--- config.mk ---
export PLATFORM = sky130hd
export DESIGN_NAME = otg_global_regs
export DESIGN_NICKNAME = d
export VERILOG_FILES = /design/src/rtl/otg_global_pkg.sv /design/src/rtl/otg_cfg_store.sv /design/src/rtl/otg_session_flag.sv /design/src/rtl/otg_global_regs.sv
export SDC_FILE = /design/constraint.sdc
export NUM_CORES = 1
export LEC_CHECK = 0
export BUFFER_PORTS_ARGS = -buffer_cell sky130_fd_sc_hd__buf_2
export CORE_UTILIZATION = 44
export DETAILED_ROUTE_END_ITERATION = 8
export PLACE_DENSITY_LB_ADDON = 0.25
export SYNTH_ARGS = -nofsm -noshare
export SYNTH_HDL_FRONTEND = slang
export SYNTH_SLANG_ARGS = --single-unit
--- constraint.sdc ---
create_clock -name clk -period 2.5 [get_ports clk]
set_input_delay 0.125 -clock clk [delete_from_list [all_inputs] [get_ports clk]]
set_output_delay 0.125 -clock clk [all_outputs]
set_load 0.02 [all_outputs]
--- src/rtl/otg_global_pkg.sv ---
// Constants and carriers for the global control and configuration block.
// Assumes word-wide register access at the fixed byte offsets.
package otg_global_pkg;
    localparam logic [11:0] OFS_STATUS_CTRL = 12'h000;
    localparam logic [11:0] OFS_EVENT_STAT  = 12'h004;
    localparam logic [11:0] OFS_BUS_CFG     = 12'h008;
    localparam logic [11:0] OFS_USB_CFG     = 12'h00C;
    localparam int BIT_ROLE      = 21;
    localparam int BIT_IDENT     = 16;
    localparam int BIT_SESS_END  = 2;
    localparam int BIT_PER_THR   = 8;
    localparam int BIT_NP_THR    = 7;
    localparam int BIT_GATE      = 0;
    localparam int BIT_CORRUPT   = 31;
    localparam int BIT_FORCE_DEV = 30;
    localparam int BIT_FORCE_HST = 29;
    localparam int POS_TURN      = 10;
    localparam int POS_TOUT      = 0;
    localparam logic [3:0] TURN_RESET = 4'h5;
    localparam logic [2:0] TOUT_RESET = 3'h0;
    localparam int FS_BIT_QUARTERS_MIN = 64;
    localparam int FS_BIT_QUARTERS_MAX = 72;

    typedef struct packed {
        logic        valid;
        logic        write;
        logic [11:0] addr;
        logic [31:0] wdata;
    } reg_req_t;

    typedef struct packed {
        logic       per_thr;
        logic       np_thr;
        logic       gate;
        logic       corrupt;
        logic       force_dev;
        logic       force_hst;
        logic [3:0] turn;
        logic [2:0] tout;
    } cfg_t;
endpackage

--- src/rtl/otg_cfg_store.sv ---
// Configuration register store for the two writable words.
// Assumes a decoded word write with its data.
`timescale 1ns/100ps
`default_nettype none
module otg_cfg_store
    import otg_global_pkg::*;
(
    input  wire logic                   clk,
    input  wire logic                   rstn,
    input  wire logic                   wr_bus,
    input  wire logic                   wr_usb,
    input  wire logic [31:0]            wdata,
    output var otg_global_pkg::cfg_t    cfg
);
    cfg_t cfg_q;
    cfg_t cfg_d;

    always_comb begin
        cfg_d = cfg_q;
        if (wr_bus) begin
            cfg_d.per_thr = wdata[BIT_PER_THR];
            cfg_d.np_thr  = wdata[BIT_NP_THR];
            cfg_d.gate    = wdata[BIT_GATE];
        end
        if (wr_usb) begin
            cfg_d.corrupt   = wdata[BIT_CORRUPT];
            cfg_d.force_dev = wdata[BIT_FORCE_DEV];
            cfg_d.force_hst = wdata[BIT_FORCE_HST];
            cfg_d.turn      = wdata[POS_TURN +: 4];
            cfg_d.tout      = wdata[POS_TOUT +: 3];
        end
    end

    // No role input: contents survive mode switches
    always_ff @(posedge clk or negedge rstn) begin
        if (!rstn) begin
            cfg_q <= '{per_thr: 1'b0, np_thr: 1'b0, gate: 1'b0,
                       corrupt: 1'b0, force_dev: 1'b0, force_hst: 1'b0,
                       turn: TURN_RESET, tout: TOUT_RESET};
        end else begin
            cfg_q <= cfg_d;
        end
    end

    assign cfg = cfg_q;
endmodule
`default_nettype wire

--- src/rtl/otg_session_flag.sv ---
// Sticky session-end flag, set by hardware, write-one-to-clear.
// Assumes bus_valid synchronous to clk.
`timescale 1ns/100ps
`default_nettype none
module otg_session_flag (
    input  wire logic clk,
    input  wire logic rstn,
    input  wire logic bus_valid,
    input  wire logic clr_one,
    output logic      session_end_flag
);
    logic vld_q;
    logic vld_d;
    logic flag_q;
    logic flag_d;
    logic fall;

    always_comb begin
        vld_d  = bus_valid;
        fall   = vld_q && !bus_valid;
        flag_d = flag_q;
        if (clr_one) begin
            flag_d = 1'b0;
        end
        if (fall) begin
            flag_d = 1'b1;
        end
    end

    always_ff @(posedge clk or negedge rstn) begin
        if (!rstn) begin
            vld_q  <= 1'b0;
            flag_q <= 1'b0;
        end else begin
            vld_q  <= vld_d;
            flag_q <= flag_d;
        end
    end

    assign session_end_flag = flag_q;
endmodule
`default_nettype wire

--- src/rtl/otg_global_regs.sv ---
// Global control and configuration registers of the OTG controller.
// Assumes a one-cycle register request port and synchronous status inputs.
`timescale 1ns/100ps
`default_nettype none
module otg_global_regs
    import otg_global_pkg::*;
(
    input  wire logic                      clk,
    input  wire logic                      rstn,
    input  wire otg_global_pkg::reg_req_t  req,
    output logic [31:0]                    rdata,
    output logic                           rvalid,
    input  wire logic                      id_pin,
    input  wire logic                      bus_valid,
    input  wire logic                      core_irq,
    input  wire logic                      per_fifo_half,
    input  wire logic                      per_fifo_full_empty,
    input  wire logic                      per_queue_room,
    input  wire logic                      np_fifo_half,
    input  wire logic                      np_fifo_full_empty,
    output logic                           irq,
    output logic                           host_role,
    output logic                           periodic_fifo_empty_irq,
    output logic                           nonperiodic_fifo_empty_irq,
    output logic                           in_endpoint_fifo_empty_irq,
    output logic                           corrupt_packet_debug,
    output logic [3:0]                     turnaround_clocks,
    output logic [7:0]                     timeout_quarters_min,
    output logic [7:0]                     timeout_quarters_max
);
    cfg_t        cfg;
    logic        wr_bus;
    logic        wr_usb;
    logic        clr_one;
    logic        session_end_flag;
    logic        ident_q;
    logic        ident_d;
    logic        role_q;
    logic        role_d;
    logic [31:0] rdata_q;
    logic [31:0] rdata_d;
    logic        rvalid_q;
    logic        rvalid_d;

    function automatic logic [31:0] one_bit(input int pos, input logic v);
        logic [31:0] w;
        w      = 32'h0000_0000;
        w[pos] = v;
        return w;
    endfunction

    function automatic logic hit(input reg_req_t r, input logic [11:0] ofs);
        return r.valid && r.write && (r.addr == ofs);
    endfunction

    function automatic logic empty_level(input logic full_sel,
                                         input logic half,
                                         input logic full);
        return full_sel ? full : half;
    endfunction

    assign wr_bus  = hit(req, OFS_BUS_CFG);
    assign wr_usb  = hit(req, OFS_USB_CFG);
    assign clr_one = hit(req, OFS_EVENT_STAT) && req.wdata[BIT_SESS_END];

    otg_cfg_store u_cfg (
        .clk    (clk),
        .rstn   (rstn),
        .wr_bus (wr_bus),
        .wr_usb (wr_usb),
        .wdata  (req.wdata),
        .cfg    (cfg)
    );

    otg_session_flag u_sess (
        .clk              (clk),
        .rstn             (rstn),
        .bus_valid        (bus_valid),
        .clr_one          (clr_one),
        .session_end_flag (session_end_flag)
    );

    // Role selection and identity tracking
    always_comb begin
        ident_d = id_pin;
        if (cfg.force_dev) begin
            role_d = 1'b0;
        end else if (cfg.force_hst) begin
            role_d = 1'b1;
        end else begin
            role_d = !id_pin;
        end
    end

    always_ff @(posedge clk or negedge rstn) begin
        if (!rstn) begin
            ident_q <= 1'b1;
            role_q  <= 1'b0;
        end else begin
            ident_q <= ident_d;
            role_q  <= role_d;
        end
    end

    // Read path; unmapped and reserved bits read zero
    always_comb begin
        rvalid_d = req.valid && !req.write;
        rdata_d  = 32'h0000_0000;
        if (req.addr == OFS_STATUS_CTRL) begin
            rdata_d = one_bit(BIT_ROLE, role_q)
                    | one_bit(BIT_IDENT, ident_q);
        end else if (req.addr == OFS_EVENT_STAT) begin
            rdata_d = one_bit(BIT_SESS_END, session_end_flag);
        end else if (req.addr == OFS_BUS_CFG) begin
            rdata_d = one_bit(BIT_PER_THR, cfg.per_thr)
                    | one_bit(BIT_NP_THR, cfg.np_thr)
                    | one_bit(BIT_GATE, cfg.gate);
        end else if (req.addr == OFS_USB_CFG) begin
            rdata_d = one_bit(BIT_CORRUPT, cfg.corrupt)
                    | one_bit(BIT_FORCE_DEV, cfg.force_dev)
                    | one_bit(BIT_FORCE_HST, cfg.force_hst);
            rdata_d[POS_TURN +: 4] = cfg.turn;
            rdata_d[POS_TOUT +: 3] = cfg.tout;
        end
        if (!rvalid_d) begin
            rdata_d = rdata_q;
        end
    end

    always_ff @(posedge clk or negedge rstn) begin
        if (!rstn) begin
            rdata_q  <= 32'h0000_0000;
            rvalid_q <= 1'b0;
        end else begin
            rdata_q  <= rdata_d;
            rvalid_q <= rvalid_d;
        end
    end

    assign rdata  = rdata_q;
    assign rvalid = rvalid_q;

    // FIFO empty interrupts by threshold
    assign periodic_fifo_empty_irq = role_q && per_queue_room
        && empty_level(cfg.per_thr, per_fifo_half,
                       per_fifo_full_empty);
    assign nonperiodic_fifo_empty_irq = role_q
        && empty_level(cfg.np_thr, np_fifo_half, np_fifo_full_empty);
    assign in_endpoint_fifo_empty_irq = !role_q
        && empty_level(cfg.np_thr, np_fifo_half, np_fifo_full_empty);

    assign irq = cfg.gate && core_irq;
    assign host_role = role_q;
    assign corrupt_packet_debug = cfg.corrupt;
    assign turnaround_clocks = cfg.turn;

    // Timeout in quarter bit times, calibration added
    assign timeout_quarters_min = 8'(FS_BIT_QUARTERS_MIN) + 8'(cfg.tout);
    assign timeout_quarters_max = 8'(FS_BIT_QUARTERS_MAX) + 8'(cfg.tout);
endmodule
`default_nettype wire

# Yosys cells after proc, flatten, opt, wreduce, memory -nomap -nowiden
# Cells that the tools add are included.
[classes]
n_mux = 10
n_eq_ne = 3
reduce_logical = 18
n_addsub = 2
bitwise_logic = 5
[op_table]
columns = ["cell", "count"]
rows = [
  ["$mux 32", 4],
  ["$or 32x30->32", 1],
  ["$or 32x31->32", 1],
  ["$eq 12x4->1 const B", 2],
  ["$or 22x17->22", 1],
  ["$add 7x3->8 const A", 2],
  ["$eq 12x3->1 const B", 1],
  ["$logic_and 1x1->1", 12],
  ["$logic_not 12->1", 1],
  ["$or 9x1->9", 1],
  ["$or 9x8->9", 1],
  ["$mux 1", 6],
  ["$logic_not 1->1", 4],
  ["$reduce_bool 2->1", 1],
]
[word_totals]
out_inout_bits = 59
regBits = 50
elab_cells = 52

# Depth between registers and ports, before layout
# Gate-level depths: netlist of run 1.
[depth]
ltp_word = 6
mapped_depth = 5
depth_no_buf = 4

# Modules after synthesis
# From an unflattened synthesis of run 1, not the netlist that was laid out.
[unflattened]
cells_unflattened = 147
area_unflattened_um2 = 1667.8
[by_module_without_submodules]
columns = ["module", "cells_each", "n_inst", "seq_area_each_um2", "area_each_um2"]
rows = [
  ["otg_global_regs", 115, 1, 426.7, 1074.8],
  ["otg_cfg_store", 27, 1, 327.8, 523.0],
  ["otg_session_flag", 5, 1, 50.0, 70.1],
]

# Worst setup path after synthesis of run 1
# No wires, ideal clock.
[synth_path]
kind = "input to register"
startpoint = "in req[41] in the netlist's numbering"
endpoint = "reg u_cfg.cfg_q, in the netlist u_cfg.cfg[0]"
required_time_ps = 2375
stages = 4
arrival_time_ps = 1675
setup_time_ps = 125
slack_ps = 701
cell_sequence = "or4_1 > buf_2 > nor4_4 > mux2_2"
[synth_via]
elab_chain_len = 2
[synth_rtl]
columns = ["item", "line", "rtl"]
rows = [
  ["start, declared", "otg_global_regs.sv:10", "input wire otg_global_pkg::reg_req_t req,"],
  ["$eq 12x4->1", "otg_global_regs.sv:53", "return r.valid && r.write && (r.addr == ofs);"],
  ["$logic_and 1x1->1", "otg_global_regs.sv:53", ""],
  ["end signal, assigned", "otg_cfg_store.sv:37", "cfg_q <= '{per_thr: 1'b0, np_thr: 1'b0, gate: 1'b0,"],
  ["end signal, assigned", "otg_cfg_store.sv:41", "cfg_q <= cfg_d;"],
  ["end, declared", "otg_cfg_store.sv:15", "cfg_t cfg_q;"],
]
# Every way passes these cells.
# A chain may end at the register's enable or synchronous reset.

# Worst setup path in the final report of run 1
[layout_path]
startpoint = "in req[41] in the netlist's numbering"
endpoint = "reg u_cfg.cfg_q, in the netlist u_cfg.cfg[10]"
# Same word-level chain as after synthesis.

==> results.ini, run 1 <==
[die]
dieArea_sq_um=3960
core-area_sq_um=3440
start_util=0.475
num_rows=21
ioPinCount=115
die_x_microns=63.0
die_h_microns=63.0

[setup_path]
cp.arrival_ns=1.92
reg2reg_from=u_cfg.cfg[2]
cp_slowest_cell=or4_1
r2r_end=rdata[2]
worstPathCellList=buf_2 > or4_1 > nor4_1 > mux2_2
reg2reg_depth=3
cp-end-kind=flip-flop
setup.worst_path.end=u_cfg.cfg[10]
required_ns=2.67
crit_path_max_incr_delay_ns=0.65
crit_type=in2reg
critPathMaxFanout=5
critPathLaunch=req[41]
cp-start-kind=primary input
r2r_slack_ns=1.54

[layout]
nNetsFinal=260
final_common_cell=buf_2
design_area_sq_um=1950
syn_to_final_growth_pct=19.0
layout-drive-gt1-share=0.473
layout_common_cells=buf_2, dfrtp_1, conb_1
seq_area_sq_um=805
fin_util=0.565
fill_cells=329
diodes=0
multi_input_area_sq_um=608

[route]
firstDrtPassIters=4
avgRoutedWirePerCell_microns=12.3
drt-total-wl_microns=3080
num_vias=1171
ant_nets=0
drc=0
post_drt_via_cell_ratio=4.67
drt_iter0_markers=33

[clock_tree]
cts_made_buffers=5
cts.sinks=32
post_cts_resized=0
htreeDepth=2
postCtsSetupBuffers=0
clkLatencyLatePin_ns=0.29
ctsHoldBuffers=3
clock_path_buffers=2
clock-root-buffer=clkbuf_8
path_clk_slew_ns=0.06
tritoncts=built

[timing]
slew_headroom=0.550
tightestPinTransition_ns=0.669
clock.fmax_ghz=0.572
finalHoldViolations=0
layout_setup_ws_ns=0.751
finClkSkew_ns=0.00220
period_needed_ns=1.75
min_period_over_period=0.700
fin_tns_setup_ns=0
rsz0062_at_grt=no
finalMaxSlewViolations=0
setup_viol=0

[synthesis]
ys_ff_latch=32
ys_warn_count=0
ys.flop_type=dfrtp_1
syn_inst=145
seq_area_frac_synth=0.492
synth_cell_type_count=28
synth_area_sq_um=1640
avgSynthCellArea_sq_um=11.3
synth_edf_count=0
synthArstFlopShare=1.00

[global_routing]
grt_pass1_vias=1112
antenna_found_initial=0
grt_pass1_wl_microns=5000
overflow=0
grt_usage=0.167
grt_max_degree=33

[place]
preCtsSetupSlack_ns=0.438
hpwl_microns=2320
io_buffers=66
routabilityCongestion=0.676
dpl_cell_area_sq_um=1820

[pwr]
powerDensity_nw_per_um2=534
vdd_ir_drop_max_mv=0.315
power_leakage_uw=0.00107

[job]
max_cap_violations=0

[outcome]
status=completed

[min_path]
hp-class=in2reg
min_path_cells=2

-- registers in the layout, summed over array words and instances (netlist names) --
name	count
u_cfg.cfg	13
rvalid	1
ident_q	1
host_role	1
u_sess.vld_q	1
u_sess.session_end_flag	1
rdata	14
-- routing by layer --
metal | share of wire | GRT usage
met1 | 0.41 | 0.191
met2 | 0.49 | 0.276
met3 | 0.087 | 0.0730
met4 | 0.010 | 0.0581
met5 | 0 | 0
-- report_power, final --
part | leakage (uW) | switching (uW) | internal (uW)
Combinational | 0.000592 | 77.9 | 32.5
Clock | 0.0000510 | 184 | 219
Sequential | 0.000425 | 2.11 | 523
Total | 0.00107 | 264 | 774
-- cells in the mapped netlist (2+ instances only) --
master    number  area (sq um)
nand4_1        2          12.5
buf_4         38           285
nand4b_1       2          17.5
nor3_1         3          15.0
nor2b_1        3          18.8
o21ai_0        4          20.0
inv_1          2          7.51
a32o_1         2          20.0
a21oi_1        2          10.0
nand3_1        4          20.0
clkbuf_1       6          22.5
mux2_2        15           169
dfstp_2        3          78.8
or4_1          2          15.0
nand2_1        5          18.8
dfrtp_1       29           726
nor2_1         3          11.3
a22o_1         8          70.1
mux2i_1        2          20.0
conb_1         2          7.51
-- per-stage QoR --
stage	power, uW	cells	hold slack (ns)
detailed placement	642	240	0.201
global route	1090	251	0.0625
global placement	639	240	0.192
floorplan	632	171	-0.171
finish	1040	251	0.0678
CTS	1050	251	0.0590
-- cell families (layout without fill, tap and decap cells) --
kind of cell | count (synthesis) | after routing | synth area share
buffers and inverters | 47 | 81 | 0.196
DFF | 32 | 32 | 0.492
AOI/OAI and AO/OA | 16 | 16 | 0.0735
muxes | 17 | 17 | 0.116
other | 2 | 28 | 0.00459
and+or+nand+nor | 31 | 31 | 0.119
-- worst max-delay path, delay by kind of cell --
family | cells | cell delay [ns]
buffers and inverters | 1 | 0.09
muxes | 1 | 0.41
and+or+nand+nor | 2 | 1.30
-- worst min-delay path by stage --
stage,start,end,slack [ns]
after floorplan,rstn,host_role,-0.17
after global placement,rstn,rdata[11],0.19
after detailed placement,rstn,rdata[11],0.20
after CTS,req[10],u_cfg.cfg[3],0.06
after global routing,req[13],u_cfg.cfg[6],0.06
final,req[10],u_cfg.cfg[3],0.07
-- layout make-up --
cell class | instances | area share
inverter | 2 | 0.00386
multi-input combinational | 92 | 0.313
timing repair buffer | 71 | 0.193
clock buffer | 6 | 0.0424
sequential | 32 | 0.414
clock inverter | 2 | 0.00514
tap | 46 | 0.0296
Power figures use the tool's default switching activity.
==> run 2, diff against run 1 <==
--- a/config.mk
+++ b/config.mk
@@ -5,8 +5,9 @@
 export SDC_FILE = /design/constraint.sdc
 export NUM_CORES = 1
 export LEC_CHECK = 0
+export ABC_AREA = 1
 export BUFFER_PORTS_ARGS = -buffer_cell sky130_fd_sc_hd__buf_2
-export CORE_UTILIZATION = 44
+export CORE_UTILIZATION = 38
 export DETAILED_ROUTE_END_ITERATION = 8
 export PLACE_DENSITY_LB_ADDON = 0.25
 export SYNTH_ARGS = -nofsm -noshare
==> constraint.sdc (replaced) <==
create_clock -name clk -period 1.4 [get_ports clk]
set_input_delay 0.07 -clock clk [delete_from_list [all_inputs] [get_ports clk]]
set_output_delay 0.07 -clock clk [all_outputs]
set_load 0.02 [all_outputs]
==> results.ini, run 2 <==
[outcome]
status=finished, violations left
violations=design-rule violations

[timing]
period_needed_ns=1.26
min_period_over_period=0.900
clock.fmax_ghz=0.793
fin_tns_setup_ns=0
layout_setup_ws_ns=0.139
finalMaxSlewViolations=0
finClkSkew_ns=0.00395
finalHoldViolations=0
rsz0062_at_grt=no
setup_viol=0

[synthesis]
synthArstFlopShare=1.00
synth_area_leader_cell=dfrtp_1
syn_inst=212
synthXorXnorAreaFrac=0
synth_cell_type_count=25
ys_warn_count=0
synth_compound_area_frac=0.0895
yosys.area_share.adder=0
ys_ff_latch=32
seq_area_frac_synth=0.443
synth_simple_gate_area_share=0.228
synth.most_common_cell=nand2_1
ys.flop_type=dfrtp_1
ys_top_cells_by_count=nand2_1, buf_4, dfrtp_1, inv_1
muxShareOfSynthArea=0.0110
ys_top_cells_by_area=dfrtp_1, buf_4, nand2_1
synth_edf_count=0
synth_area_sq_um=1820
avgSynthCellArea_sq_um=8.58
synth_top_area_frac=0.399
synth_top_family_by_area=simple AND/OR/NAND/NOR gates

[place]
preCtsSetupSlack_ns=0.171
io_buffers=66
dpl_cell_area_sq_um=2010
hpwl_microns=2550
routabilityCongestion=0.740

[setup_path]
cp_num_buf_inv=3
cp-end-kind=flip-flop
crit_path_max_incr_delay_ns=0.53
crit_type=in2reg
cp_slowest_cell=dlygate4sd3_1
r2r_slack_ns=0.58
cp.arrival_ns=1.42
critPathMaxFanout=20
cp-start-kind=primary input
crit_family=buffers and inverters
required_ns=1.56
worstPathCellList=dlygate4sd3_1 > buf_2 > nand2_1 > inv_1 > nand3_4 > nand2_2 > o21ai_2

[global_routing]
grt_usage=0.149
overflow=0
grt_max_degree=33
grt_pass1_vias=1194
antenna_found_initial=0
grt_pass1_wl_microns=5640

[die]
die_h_microns=71.2
die_x_microns=71.2
start_util=0.406
core-area_sq_um=4470
num_rows=24
dieArea_sq_um=5060
ioPinCount=115

[route]
firstDrtPassIters=8
ant_nets=0
num_vias=1329
drt-total-wl_microns=3320
avgRoutedWirePerCell_microns=10.1
drt_iter0_markers=58
post_drt_via_cell_ratio=4.04
drc=1

[pwr]
p_clk_frac=0.358
p_sw_frac=0.264
pwr-share-seq=0.511
p_int_uw=1360
powerDensity_nw_per_um2=863
share_comb_of_total_power=0.131
power_leakage_uw=0.00124
vdd_ir_drop_max_mv=0.455
p_sw_uw=488

[layout]
layout-drive-gt1-share=0.386
diodes=0
layout_common_cells=buf_2, nand2_1, dfrtp_1
design_area_sq_um=2140
fin_util=0.479
nNetsFinal=332
syn_to_final_growth_pct=17.8
largest_reg_flops=14
final_common_cell=buf_2

[clock_tree]
clock-root-buffer=clkbuf_8
htreeDepth=2
post_cts_resized=0
path_clk_slew_ns=0.06
cts.sinks=32
cts_made_buffers=5
clock_path_buffers=2
clkLatencyLatePin_ns=0.27
tritoncts=built

[job]
max_cap_violations=0

[min_path]
hp-class=in2reg

-- run 2: metal layers --
layer	up-vias	wire, microns	global-route usage
met5	-	0	0
met4	0	49	0.0733
met3	2	105	0.0427
met2	41	1580	0.230
met1	570	1590	0.191
li1	716	-	-
-- run 2: cell type report --
class / instances / area (sq um)
fill: 443 / 2330
multi-input combinational: 139 / 702
sequential: 32 / 805
clock inverter: 1 / 5.00
inverter: 25 / 93.8
clock buffer: 7 / 76.3
timing repair buffer: 73 / 395
tap: 52 / 65.1
-- run 2: power by group through the flow --
stage	clock (uW)	combinational (uW)	sequential [uW]
2_1_floorplan	0	190	971
3_3_place_gp	0	232	961
3_5_place_dp	0	234	961
4_1_cts	690	245	944
5_1_grt	733	272	945
6_report	661	242	944
-- run 2: cells by family (layout without fill, tap and decap cells) --
kind of cell	after synthesis	count (layout)
AO/OA/AOI/OAI	25	25
buffers and inverters	67	106
flip-flops	32	32
multiplexers	2	2
other	2	28
AND/OR/NAND/NOR	84	84
-- run 2: worst min-delay path, cell delays in order --
cell     delay (ns)
buf_2          0.09
inv_1          0.06
o21ai_2        0.06
-- run 2: path summary, 6_finish.rpt --
path / start / endpoint / cells after the start
max: req[44] / u_cfg.cfg[4] / 7
min: req[12] / u_cfg.cfg[5] / 3
max reg2reg: u_cfg.cfg[5] / rdata[12] / 2
min reg2reg: u_sess.vld_q / u_sess.session_end_flag / 2
max in group asynchronous: rstn / u_cfg.cfg[5] / 3
min in group asynchronous: rstn / u_sess.session_end_flag / 3
-- run 2: what timing repair did --
| item | CTS | global route |
|---|---|---|
| hold endpoints to repair | 34 | 0 |
| hold buffers | 5 | 0 |
| buffers inserted | 0 | 0 |
-- run 2: stage by stage --
step	power (uW)	hold slack [ns]	instances
CTS	1880	0.000302	329
floorplan	1160	-0.226	238
finish	1850	0.00896	329
global route	1950	0.0181	329
detailed placement	1200	0.119	316
global placement	1190	0.113	316
==> run 3, diff against run 2 <==
--- a/config.mk
+++ b/config.mk
@@ -7,9 +7,10 @@
 export LEC_CHECK = 0
 export ABC_AREA = 1
 export BUFFER_PORTS_ARGS = -buffer_cell sky130_fd_sc_hd__buf_2
-export CORE_UTILIZATION = 38
+export CORE_UTILIZATION = 45
 export DETAILED_ROUTE_END_ITERATION = 8
 export PLACE_DENSITY_LB_ADDON = 0.25
 export SYNTH_ARGS = -nofsm -noshare
 export SYNTH_HDL_FRONTEND = slang
+export SYNTH_HIERARCHICAL = 1
 export SYNTH_SLANG_ARGS = --single-unit
==> constraint.sdc (replaced) <==
create_clock -name clk -period 1.6 [get_ports clk]
set_input_delay 0.08 -clock clk [delete_from_list [all_inputs] [get_ports clk]]
set_output_delay 0.08 -clock clk [all_outputs]
set_load 0.02 [all_outputs]
==> results.ini, run 3 <==
[timing]
min_period_over_period=0.754
tightestPinTransition_ns=0.691
fin_tns_setup_ns=0
rsz0062_at_grt=no
setup_viol=0
period_needed_ns=1.21
finalMaxSlewViolations=0
finalHoldViolations=0
finClkSkew_ns=0.00424
slew_headroom=0.539
clock.fmax_ghz=0.829

[synthesis]
avgSynthCellArea_sq_um=8.32
synth_top_family_by_area=simple AND/OR/NAND/NOR gates
synth_area_sq_um=1750
synth_cell_type_count=21
synth_compound_area_frac=0.0315
synth.most_common_cell=nand2_1
muxShareOfSynthArea=0.0115
synthXorXnorAreaFrac=0
synthArstFlopShare=1.00
synth_edf_count=0
synth_simple_gate_area_share=0.303
ys_top_cells_by_count=nand2_1, buf_4, dfrtp_1, nand3_1, inv_1
ys_ff_latch=32
yosys.area_share.adder=0
ys_warn_count=6
ys_top_cells_by_area=dfrtp_1, nand2_1, buf_4
syn_inst=210
synth_area_leader_cell=dfrtp_1
ys.flop_type=dfrtp_1
synth_top_area_frac=0.415
seq_area_frac_synth=0.460

[setup_path]
critPathMaxFanout=3
crit_type=reg2out
reg2reg_from=u_cfg/cfg[3]
setup.worst_path.end=nonperiodic_fifo_empty_irq
critPathLaunch=u_cfg/cfg[11]
r2r_slack_ns=0.78
cp-end-kind=primary output
r2r_end=rdata[10]
cp-start-kind=flip-flop
cp.arrival_ns=1.13
reg2reg_depth=2
required_ns=1.52

[global_routing]
antenna_found_initial=0
overflow=0
grt_pass1_vias=1288
grt_usage=0.196
grt_pass1_wl_microns=6020
grt_max_degree=33

[clock_tree]
postCtsSetupBuffers=0
post_cts_resized=0
clock-root-buffer=clkbuf_8
cts_made_buffers=5
clkLatencyLatePin_ns=0.28
clock_path_buffers=2
path_clk_slew_ns=0.06
cts.sinks=32
htreeDepth=2
tritoncts=built
ctsHoldBuffers=9

[die]
die_h_microns=64.3
die_x_microns=64.3
dieArea_sq_um=4140
num_rows=22
core-area_sq_um=3690
ioPinCount=115
start_util=0.474

[route]
avgRoutedWirePerCell_microns=10.8
drt-total-wl_microns=3630
post_drt_via_cell_ratio=4.44
ant_nets=0
firstDrtPassIters=4
drc=0
drt_iter0_markers=78
num_vias=1489

[layout]
fill_cells=377
multi_input_area_sq_um=716
layout-drive-gt1-share=0.331
seq_area_sq_um=805
largest_reg_flops=14
layout_common_cells=nand2_1, buf_2, dfrtp_1
final_common_cell=nand2_1
nNetsFinal=342
syn_to_final_growth_pct=25.3
fin_util=0.594
diodes=0

[place]
hpwl_microns=2510
io_buffers=66
routabilityCongestion=0.816

[pwr]
powerDensity_nw_per_um2=808
vdd_ir_drop_max_mv=0.548
power_leakage_uw=0.00128

[min_path]
hp-class=in2reg

[job]
max_cap_violations=0

[outcome]
status=completed

[run 3: cell types whose count changed in the layout (fill, tap and decap cells not counted), sizes merged, moves of 2 or more]
cell / before / now
nand2: 52 / 77
o21ai: 21 / 10
inv: 24 / 16
dlygate4sd3: 5 / 9
a21oi: 4 / 1
nor4: 0 / 3
nor2: 16 / 14
[run 3: power breakdown]
group          total [uW]  switching [uW]  leakage [uW]  internal, uW
registers             820            3.32      0.000425           816
clock network         738             277     0.0000552           461
logic                 212             147      0.000798          64.9
[run 3: worst max-delay path, stage by stage (launching register included)]
cell     delay (ns)
dfrtp_1        0.39
mux2i_1        0.25
nor2_1         0.06
buf_2          0.15
[run 3: stage by stage]
stage	total power (uW)	instances	worst slack (ns)	hold WS, ns	instance area (sq um)
final	1770	335	0.393	0.0119	2190
after global placement	1030	318	0.197	0.166	1990
after floorplan	1000	236	0.479	-0.216	1850
after global routing	1870	335	0.291	0.00497	2190
after CTS	1790	335	0.375	0.00698	2190
after detailed placement	1030	318	0.221	0.164	1990
[run 3: cells by family (layout without fill, tap and decap cells)]
family	Yosys count	in the layout
compound gates	11	11
other cells	2	28
flops	32	32
simple gates	112	112
mux	2	2
buf+inv	51	102
[run 3: area by class of cell]
| cell class | count | area share |
|---|---|---|
| clock buffers | 6 | 0.0331 |
| clock inverters | 2 | 0.0160 |
| inverters | 16 | 0.0274 |
| multi-input cells | 153 | 0.327 |
| flip-flops and latches | 32 | 0.367 |
| well taps | 48 | 0.0274 |
| repair buffers | 78 | 0.202 |
[run 3: worst min path at each step]
stage	start	endpoint	slack, ns	cells past startpoint
finish	req[30]	u_cfg/cfg[8]	0.01	3
global route	req[7]	u_cfg/cfg[11]	0.005	3
CTS	req[29]	u_cfg/cfg[7]	0.007	3
detailed placement	rstn	rdata[12]	0.16	1
global placement	rstn	rdata[11]	0.17	1
floorplan	rstn	host_role	-0.22	0
[run 3: metal layers]
layer  vias to the layer above  share of wire  track usage
li1                        746              -            -
met1                       684           0.44        0.242
met2                        55           0.49        0.322
met3                         4          0.050       0.0554
met4                         0          0.015       0.0750
met5                         -              0            0
